--- src/hw/cpc_cfg.svh ---
// offsets, reset values and field codes of the calibration profile control registers
`ifndef CPC_CFG_SVH
`define CPC_CFG_SVH

`define CPC_AW          9
`define CPC_OFS_TRIM    9'h10a
`define CPC_OFS_TGT     9'h115
`define CPC_OFS_CMD     9'h116
`define CPC_OFS_DONE    9'h117
`define CPC_OFS_OPSLOT  9'h118
`define CPC_OFS_ABORT   9'h11a
`define CPC_OFS_DEC     9'h140
`define CPC_OFS_MIX0    9'h141
`define CPC_OFS_MIXN    9'h145

`define CPC_RST_TRIM    8'h40
`define CPC_RST_TGT     2'h0
`define CPC_RST_OPSLOT  2'h0
`define CPC_RST_DEC     3'h1
`define CPC_RST_MIX0    40'h00_0000_1505
`define CPC_RST_MIXN    40'h00_0000_0000

`define CPC_CMD_W       6
`define CPC_SLOTS       4
`define CPC_MIX_BYTES   5

`define CPC_DEC_32      3'h1
`define CPC_DEC_24      3'h2
`define CPC_DEC_16      3'h3
`define CPC_DEC_12      3'h4
`define CPC_FAC_32      6'h20
`define CPC_FAC_24      6'h18
`define CPC_FAC_16      6'h10
`define CPC_FAC_12      6'h0c

`endif

--- src/hw/cpc_pkg.sv ---
// types shared by the calibration profile control registers
`include "cpc_cfg.svh"
`default_nettype none
package cpc_pkg;

    // one register access from the serial control port
    typedef struct packed {
        logic                wr;
        logic                rd;
        logic [`CPC_AW-1:0]  addr;
        logic [7:0]          wdata;
    } cpc_req_t;

    // mixer settings of one slot, byte 0 is the first mixer address
    typedef logic [`CPC_MIX_BYTES-1:0][7:0] cpc_mix_t;
    typedef cpc_mix_t [`CPC_SLOTS-1:0]      cpc_bank_t;

    typedef struct packed {
        cpc_bank_t bank;
        cpc_mix_t  rd_a;
        cpc_mix_t  rd_b;
    } cpc_mem_state_t;

    typedef struct packed {
        logic [7:0]           trim;
        logic [1:0]           tgt;
        logic [`CPC_CMD_W-1:0] cmd;
        logic                 done;
        logic [1:0]           opslot;
        logic                 abort;
        logic [2:0]           dec;
        logic [7:0]           rdata;
        logic                 rvalid;
        logic                 start;
        logic                 abort_p;
    } cpc_state_t;

endpackage
`default_nettype wire

--- src/hw/cpc_regs.sv ---
// calibration, profile, trim and decimation register bank
`include "cpc_cfg.svh"
`default_nettype none
// What this block does
// - trim register resets to 4 mA setting
// - trim values scale feedback current down
// - target field picks slot for calibration results
// - every slot keeps own mixer settings
// - while idle, any of command bits 5:0 launches calibration routine, bits 7:6 are ignored
// - command clears on finish or abort
// - completion bit set when controller finishes
// - new command clears completion bit
// - write-only field picks operating slot
// - abort by writing one then zero
// - abort register reachable only during calibration
// - decimation codes map to 32/24/16/12
// - four mixer copies, slot 0 defaulted
module cpc_regs
(
    input  wire  logic                  clk_i,
    input  wire  logic                  rstn_i,
    input  wire  cpc_pkg::cpc_req_t     req_i,
    output logic [7:0]                  reg_rdata_o,
    output logic                        reg_rvalid_o,
    input  wire  logic                  mcu_done_i,
    output logic                        cal_start_o,
    output logic [`CPC_CMD_W-1:0]       cal_steps_o,
    output logic                        cal_busy_o,
    output logic                        cal_abort_o,
    output logic [1:0]                  cal_slot_o,
    output logic [7:0]                  trim_o,
    output logic [1:0]                  op_slot_o,
    output logic [2:0]                  dec_code_o,
    output logic [5:0]                  dec_factor_o,
    output cpc_pkg::cpc_mix_t           mixer_o
);

    cpc_pkg::cpc_state_t s_q;
    cpc_pkg::cpc_state_t s_d;
    cpc_pkg::cpc_mix_t   mix_tgt;
    logic                busy;
    logic                mem_we;
    logic [2:0]          mix_idx;

    ////////////////////////////////////////////////////////////////////////////////
    // decode helpers

    function automatic logic dec_valid(input logic [2:0] code);
        dec_valid = (code == `CPC_DEC_32) || (code == `CPC_DEC_24) ||
                    (code == `CPC_DEC_16) || (code == `CPC_DEC_12);
    endfunction

    function automatic logic [5:0] dec_factor(input logic [2:0] code);
        case (code)
            `CPC_DEC_32: dec_factor = `CPC_FAC_32;
            `CPC_DEC_24: dec_factor = `CPC_FAC_24;
            `CPC_DEC_16: dec_factor = `CPC_FAC_16;
            `CPC_DEC_12: dec_factor = `CPC_FAC_12;
            default:     dec_factor = `CPC_FAC_32;
        endcase
    endfunction

    function automatic logic is_mix(input logic [`CPC_AW-1:0] a);
        is_mix = (a >= `CPC_OFS_MIX0) && (a <= `CPC_OFS_MIXN);
    endfunction

    function automatic logic hit(input cpc_pkg::cpc_req_t r, input logic [`CPC_AW-1:0] a);
        hit = r.wr && (r.addr == a);
    endfunction

    ////////////////////////////////////////////////////////////////////////////////
    // register behaviour

    assign busy    = |s_q.cmd;
    assign mix_idx = 3'(req_i.addr - `CPC_OFS_MIX0);

    always_comb
    begin
        s_d         = s_q;
        s_d.start   = 1'b0;
        s_d.abort_p = 1'b0;
        s_d.rvalid  = 1'b0;
        mem_we      = 1'b0;
        if (req_i.wr && !busy)
        begin
            case (req_i.addr)
                `CPC_OFS_TRIM:   s_d.trim = req_i.wdata;
                `CPC_OFS_TGT:    s_d.tgt = req_i.wdata[1:0];
                `CPC_OFS_CMD:
                begin
                    if (|req_i.wdata[`CPC_CMD_W-1:0])
                    begin
                        s_d.cmd   = req_i.wdata[`CPC_CMD_W-1:0];
                        s_d.start = 1'b1;
                        s_d.done  = 1'b0;
                    end
                end
                `CPC_OFS_DONE:   s_d.done = req_i.wdata[0];
                `CPC_OFS_OPSLOT: s_d.opslot = req_i.wdata[1:0];
                `CPC_OFS_DEC:
                begin
                    if (dec_valid(req_i.wdata[2:0]))
                    begin
                        s_d.dec = req_i.wdata[2:0];
                    end
                end
                default:         mem_we = is_mix(req_i.addr);
            endcase
        end
        if (busy && hit(req_i, `CPC_OFS_ABORT))
        begin
            if (req_i.wdata[0])
            begin
                s_d.abort = 1'b1;
            end
            else if (s_q.abort)
            begin
                s_d.abort   = 1'b0;
                s_d.abort_p = 1'b1;
                s_d.cmd     = '0;
            end
        end
        if (busy && mcu_done_i)
        begin
            s_d.cmd   = '0;
            s_d.abort = 1'b0;
            s_d.done  = 1'b1;
        end
        if (req_i.rd)
        begin
            s_d.rvalid = 1'b1;
            case (req_i.addr)
                `CPC_OFS_TRIM:  s_d.rdata = s_q.trim;
                `CPC_OFS_TGT:   s_d.rdata = {6'h00, s_q.tgt};
                `CPC_OFS_CMD:   s_d.rdata = {2'h0, s_q.cmd};
                `CPC_OFS_DONE:  s_d.rdata = {7'h00, s_q.done};
                `CPC_OFS_ABORT: s_d.rdata = {7'h00, s_q.abort & busy};
                `CPC_OFS_DEC:   s_d.rdata = {5'h00, s_q.dec};
                default:        s_d.rdata = is_mix(req_i.addr) ? mix_tgt[mix_idx] : 8'h00;
            endcase
        end
    end

    always_ff @(posedge clk_i or negedge rstn_i)
    begin
        if (!rstn_i)
        begin
            s_q        <= '0;
            s_q.trim   <= `CPC_RST_TRIM;
            s_q.tgt    <= `CPC_RST_TGT;
            s_q.opslot <= `CPC_RST_OPSLOT;
            s_q.dec    <= `CPC_RST_DEC;
        end
        else
        begin
            s_q <= s_d;
        end
    end

    cpc_slot_mem u_mem
    (
        .clk_i     (clk_i),
        .rstn_i    (rstn_i),
        .we_i      (mem_we),
        .we_slot_i (s_q.tgt),
        .we_byte_i (mix_idx),
        .we_data_i (req_i.wdata),
        .a_slot_i  (s_q.tgt),
        .a_data_o  (mix_tgt),
        .b_slot_i  (s_q.opslot),
        .b_data_o  (mixer_o)
    );

    assign reg_rdata_o  = s_q.rdata;
    assign reg_rvalid_o = s_q.rvalid;
    assign cal_start_o  = s_q.start;
    assign cal_steps_o  = s_q.cmd;
    assign cal_busy_o   = busy;
    assign cal_abort_o  = s_q.abort_p;
    assign cal_slot_o   = s_q.tgt;
    assign trim_o       = s_q.trim;
    assign op_slot_o    = s_q.opslot;
    assign dec_code_o   = s_q.dec;
    assign dec_factor_o = dec_factor(s_q.dec);
endmodule // cpc_regs
`default_nettype wire

--- src/hw/cpc_slot_mem.sv ---
// four-slot store of mixer tuning and initial phase settings
`include "cpc_cfg.svh"
`default_nettype none
module cpc_slot_mem
(
    input  wire  logic              clk_i,
    input  wire  logic              rstn_i,
    input  wire  logic              we_i,
    input  wire  logic [1:0]        we_slot_i,
    input  wire  logic [2:0]        we_byte_i,
    input  wire  logic [7:0]        we_data_i,
    input  wire  logic [1:0]        a_slot_i,
    output var   cpc_pkg::cpc_mix_t a_data_o,
    input  wire  logic [1:0]        b_slot_i,
    output var   cpc_pkg::cpc_mix_t b_data_o
);

    cpc_pkg::cpc_mem_state_t s_q;
    cpc_pkg::cpc_mem_state_t s_d;

    always_comb
    begin
        s_d = s_q;
        if (we_i)
        begin
            s_d.bank[we_slot_i][we_byte_i] = we_data_i;
        end
        s_d.rd_a = s_q.bank[a_slot_i];
        s_d.rd_b = s_q.bank[b_slot_i];
    end

    always_ff @(posedge clk_i or negedge rstn_i)
    begin
        if (!rstn_i)
        begin
            s_q      <= '0;
            s_q.bank <= {{(`CPC_SLOTS-1){`CPC_RST_MIXN}}, `CPC_RST_MIX0};
            // both read ports start on slot 0, so they show its defaults
            s_q.rd_a <= `CPC_RST_MIX0;
            s_q.rd_b <= `CPC_RST_MIX0;
        end
        else
        begin
            s_q <= s_d;
        end
    end

    assign a_data_o = s_q.rd_a;
    assign b_data_o = s_q.rd_b;
endmodule // cpc_slot_mem
`default_nettype wire

--- config.mk ---
export PLATFORM = sky130hd
export DESIGN_NAME = cpc_regs
export DESIGN_NICKNAME = d
export VERILOG_FILES = /design/src/hw/cpc_pkg.sv /design/src/hw/cpc_regs.sv /design/src/hw/cpc_slot_mem.sv
export VERILOG_INCLUDE_DIRS = /design/src /design/src/hw
export SDC_FILE = /design/constraint.sdc
export NUM_CORES = 1
export LEC_CHECK = 0
export BUFFER_PORTS_ARGS = -buffer_cell sky130_fd_sc_hd__buf_2
export CORE_MARGIN = 4
export CORE_UTILIZATION = 65
export DETAILED_ROUTE_END_ITERATION = 8
export PLACE_DENSITY = 0.85
export SYNTH_ARGS = -nofsm -noshare
export SYNTH_HDL_FRONTEND = slang
export SYNTH_SLANG_ARGS = --single-unit
--- constraint.sdc ---
create_clock -name clk_i -period 5.7 [get_ports clk_i]
set_input_delay 0.855 -clock clk_i [delete_from_list [all_inputs] [get_ports clk_i]]
set_output_delay 0.855 -clock clk_i [all_outputs]
set_load 0.01 [all_outputs]
## Word level (Yosys, flattened, before mapping)

Index checks and enable logic that the tools add are counted.

- Flip-flop bits (word level): 274
- Input port bits: 22
- Output and inout bits: 79
- Word-level logic and storage cells: 122

- Add/sub/neg operators: 1
- Magnitude comparators: 7
- Equality and inequality tests: 15
- Muxes and demuxes: 35
- Bitwise logic cells: 1
- Reductions and logical operators: 22

Operators with widths:

| operator | count |
|---|---|
| binary-select mux 40 bit (select 2 bit) | 2 |
| bitwise mux 160 bit | 1 |
| 2-to-1 mux 40 bit | 3 |
| demux 40 bit (select 2 bit) | 1 |
| equality test 9 bit, second input constant | 7 |
| one-hot mux 8 bit (6 select lines) | 1 |
| binary-select mux 8 bit (select 3 bit) | 1 |
| demux 8 bit (select 3 bit) | 1 |
| 2-to-1 mux 6 bit | 4 |
| 2-to-1 mux 8 bit | 3 |
| one-hot mux 6 bit (3 select lines) | 1 |
| OR reduction 6 bit | 3 |
| 2-to-1 mux 7 bit | 2 |
| equality test 3 x 2 -> 1 bit, second input constant | 4 |
| 2-to-1 mux 1 bit | 12 |
| greater-or-equal comparator 9 bit, second input constant | 1 |
| less-or-equal comparator 9 bit, second input constant | 1 |
| 2-to-1 mux 9 bit | 1 |
| logical AND 1 bit | 7 |
| equality test 3 bit, second input constant | 2 |
| less-than comparator 2 x 3 -> 1 bit, second input constant | 2 |
| AND reduction 2 bit | 3 |
| AND reduction 3 bit | 2 |
| less-than comparator 3 x 4 -> 1 bit, second input constant | 1 |
| 12 further kinds | 15 |

## Logic depth before layout (Yosys ltp)

- Word-level depth: 8
- Gate-level depth with buffers: 9
- Gate-level depth less buffers: 7

## By module

Synthesis repeated with hierarchy kept, for this count alone.

- Cells, all modules: 876
- Area total of the unflattened synthesis: 13196.4 um^2

Modules (own cells, without submodules):

| module | instances | cells an instance | area an instance (um^2) | seq. area each (um^2) |
|---|---|---|---|---|
| cpc_slot_mem | 1 | 632 | 10664.0 | 6024.5 |
| cpc_regs | 1 | 244 | 2532.4 | 853.3 |

## Least setup slack after synthesis

OpenSTA, ideal clock, no wires.

- Kind: input port to flip-flop
- From: input req_i[8] (netlist name)
- To: register u_mem.s_q[184] (netlist name)
- Setup time: 0.125 ns
- Arrival time: 2.741 ns
- Required time: 5.575 ns
- Slack: 2.834 ns
- Stages: 8
- Path buffers: 2
- Path through: inv_1 ha_1 clkbuf_1 nand2b_1 nor4_1 and3_1 buf_2 mux2_2

- Longest elaborated chain between the ends: 8
- Elaborated cells on any way between the ends: 21
- Those cells by class: add/sub (1); order compare (4); eq/ne (6); mux (7); reduce/logical (3)

Ends and longest elaborated chain:

| element | line | RTL |
|---|---|---|
| from (decl) | cpc_regs.sv:22 | `input wire cpc_pkg::cpc_req_t req_i,` |
| subtractor 3 x 1 -> 3 bit (no source line) | -- |  |
| less-than comparator 3 x 4 -> 1 bit (implied by the code) or greater-or-equal comparator 3 x 1 -> 1 bit (tied branches) | cpc_slot_mem.sv:26 | `s_d.bank[we_slot_i][we_byte_i] = we_data_i;` |
| logical AND 1 bit (implied by the code) | cpc_slot_mem.sv:26 |  |
| 2-to-1 mux 8 bit (implied by the code) | cpc_slot_mem.sv:26 |  |
| demux 8 bit (select 3 bit) | -- |  |
| 2-to-1 mux 40 bit (implied by the code) | cpc_slot_mem.sv:26 |  |
| demux 40 bit (select 2 bit) | -- |  |
| bitwise mux 160 bit | cpc_slot_mem.sv:26 |  |
| to (decl) | cpc_slot_mem.sv:18 | `cpc_pkg::cpc_mem_state_t s_q;` |

Parallel ways exist; a longest one is shown, timed or not.
A chain may end at the register's enable or synchronous reset.

## Final worst setup path

- From: input req_i[8] (netlist name)
- To: register u_mem.s_q[147] (netlist name)

The elaborated chain is that of the path after synthesis.

==> run_results.csv <==
group,metric,value,unit
clock_network,clk_latency,0.52,ns
setup_path,arrival,4.62,ns
timing,rsz0062_at_grt,"false",
detailed_routing,firstDrtPassIters,5,
timing,skew,0.00875,ns
setup_path,crit_path_start_kind,"primary input",
setup_path,end_kind,"flip-flop",
setup_path,critical_path_required,6.11,ns
setup_path,rrSetupSlack,2.85,ns
grt,grt_max_degree,100,
placed_design,pre_cts_slack,1.16,ns
yosys,ys.flop_type,"dfrtp_1",
setup_path,worstPathCellList,"buf_2, inv_1, ha_1, xnor2_1, nand2b_1, nor4_1, nand2_1, mux2_2",
clock_network,cts.path.max_buffers,3,
grt,track_usage,27.9,%
clock_network,cts-hold-fix-buffers,0,
cells_and_area,final_cells,1145,
placed_design,dp.final_hpwl,18200,µm
setup_path,cp_max_fo,23,
die,ios,101,
cells_and_area,layout.nets,892,
cells_and_area,antenna_cells,0,
power,p_leak,6.70,nW
clock_network,cts_resized,0,
timing,slew_viol_final,0,
timing,clock.fmax,237,MHz
yosys,synthDistinctLibCells,60,
cells_and_area,syn_to_final_growth,8.35,%
grt,antenna_found_initial,0,
hold_path,min_path_type,"in2async",
detailed_routing,drt_iter0_drc,700,
clock_network,cts-buffers-inserted,27,
yosys,syn_area,12700,µm²
power,ir_worst_vdd,0.269,mV
clock_network,clock_sink_count,274,
timing,maxSlewHeadroom,14.2,%
detailed_routing,via_per_inst,6.62,
detailed_routing,drc,0,
yosys,synthCells,858,
cells_and_area,design_area,13800,µm²
yosys,synth_common_cells,"dfrtp_1 (257), mux2_2 (171), mux4_2 (83)",
clock_network,cts_tree,"done",
yosys,synth_edf_count,0,
setup_path,cpPeakStageDelay,0.88,ns
clock_network,root_buffer,"clkbuf_16",
timing,setup_violations,0,
die,die_w,148,µm
clock_network,postCtsSetupRepairBufs,0,
yosys,synth_top_area_cell,"dfrtp_1",
die,core_area,19000,µm²
power,p_per_area,295,nW/µm²
die,die_h,148,µm
timing,hold_viol,0,
detailed_routing,wl_per_cell,25.8,µm
placed_design,postPlaceCellArea,12900,µm²
yosys,synth_area_per_cell,14.9,µm²
clock_network,path_clk_slew,0.06,ns
timing,fin_crit_sh,73.9,%
placed_design,dp.cells,1096,
yosys,yosysMostFrequentCell,"dfrtp_1",
clock_network,h-tree-depth,1,
grt,grt-ovfl-total,0,
yosys,yosysSeqAreaShare,54.0,%
job,maxCapViolCount,0,
timing,tns,0,ns
yosys,ys_ff_latch,274,
yosys,ys_async_sr_fraction,100,%
yosys,netlist_top_cells_area,"dfrtp_1 (50%), mux2_2 (15%), mux4_2 (15%), buf_4 (4.2%), dfstp_2 (3.5%)",
grt,grt_pass1_wl,47400,µm
detailed_routing,ant_nets,0,
cells_and_area,fillerInstances,1205,
timing,tightest_slew,1.28,ns
yosys,yosys.area.top_type_share,50.4,%
timing,timing.final.ws_setup,1.49,ns
placed_design,io_buffers,98,
cells_and_area,layout-drive-gt1-share,49.9,%
timing,fin_crit,4.21,ns
detailed_routing,num_vias,7579,
setup_path,crit_slowest_cell,"nor4_1",
setup_path,critPathTopFamily,"simple AND/OR/NAND/NOR gates",
setup_path,path_class,"in2reg",
setup_path,cp_num_buf_inv,2,
detailed_routing,wl,29500,µm
yosys,ys_warn_count,0,
placed_design,place.gp.congestion,0.900,
die,start_util,67.0,%
outcome,status,"completed",
die,placementRows,50,
grt,grt_pass1_vias,8257,
die,dieArea,21900,µm²
## worst register-to-register path, delay by kind of cell (launching register included)
family / cells / cell delay (ns)
flip-flops: 1 / 0.87
multiplexers: 1 / 0.40
buffers and inverters: 1 / 0.59
AND/OR/NAND/NOR: 2 / 0.87
## layer usage
layer	global-route usage [%]	vias to the layer above	wire (µm)
met4	10.3	0	989
met3	4.51	73	2240
met5	0	-	0
li1	-	3127	-
met1	38.7	3992	11600
met2	45.4	387	14700
## power by group
part           internal, mW  switching, mW
Combinational        0.0727          0.156
Sequential             1.97         0.0198
Clock                  1.12          0.728
## worst paths after layout
path                               start              to  depth (start not counted)
setup / recovery                req_i[8]  u_mem.s_q[147]                          8
hold / removal                    rstn_i       trim_o[3]                          1
setup reg to reg           cal_slot_o[0]  u_mem.s_q[230]                          4
hold reg to reg            dec_code_o[0]   dec_code_o[0]                          2
max in group asynchronous         rstn_i    op_slot_o[0]                          2
min in group clk_i         dec_code_o[0]   dec_code_o[0]                          2
## placed cells by master (no fill, tap or decap), drive strengths merged, types with 6 or more instances in the layout
cell type and instances:
nand2b 6, inv 6, a31oi 7, nand3 9
mux2 172, nand2 34, mux4 83, and3 7
a21oi 9, nor2 26, o21ai 12, nand4 11
dfrtp 257, clkbuf 42, buf 107, dfstp 17
nor4 8
## state kept, by name, summed over array words and instances, names as in the netlist
signal and flops:
s_q 2, reg_rvalid_o 1, trim_o 8, reg_rdata_o 8, cal_steps_o 6, cal_abort_o 1
cal_slot_o 2, u_mem.s_q 160, cal_start_o 1, u_mem.a_data_o 40, op_slot_o 2, u_mem.b_data_o 40
dec_code_o 3
## kinds of logic (layout without fill, tap and decap cells)
kind of cell             after synthesis  after routing  share of synthesized area [%]
AO/OA/AOI/OAI                         51             51                           2.77
XOR/XNOR                               4              4                          0.275
adder cells (fa/ha/maj)                5              5                          0.491
buffers and inverters                136            162                           6.23
flip-flops                           274            274                           54.0
multiplexers                         259            259                           30.2
other                                  1              2                         0.0294
AND/OR/NAND/NOR                      128            128                           6.08
## area by class of cell
| class | count | area (µm²) | area share (%) |
|---|---|---|---|
| sequential | 274 | 6880 | 49.8 |
| multi-input combinational | 449 | 5080 | 36.8 |
| clock buffer | 42 | 822 | 5.95 |
| timing repair buffer | 107 | 568 | 4.11 |
| tap | 260 | 325 | 2.36 |
| clock inverter | 7 | 113 | 0.815 |
| inverter | 6 | 22.5 | 0.163 |
## per-stage QoR
step | hold slack [ns] | power (mW) | util (%)
after floorplan | 0.469 | 2.17 | -
after global placement | 0.486 | 2.25 | 67.7
after detailed placement | 0.500 | 2.26 | 67.7
after CTS | 0.362 | 4.09 | 72.6
after global routing | 0.390 | 4.20 | 72.6
final | 0.321 | 4.07 | 72.6
Power figures use the tool's default switching activity.
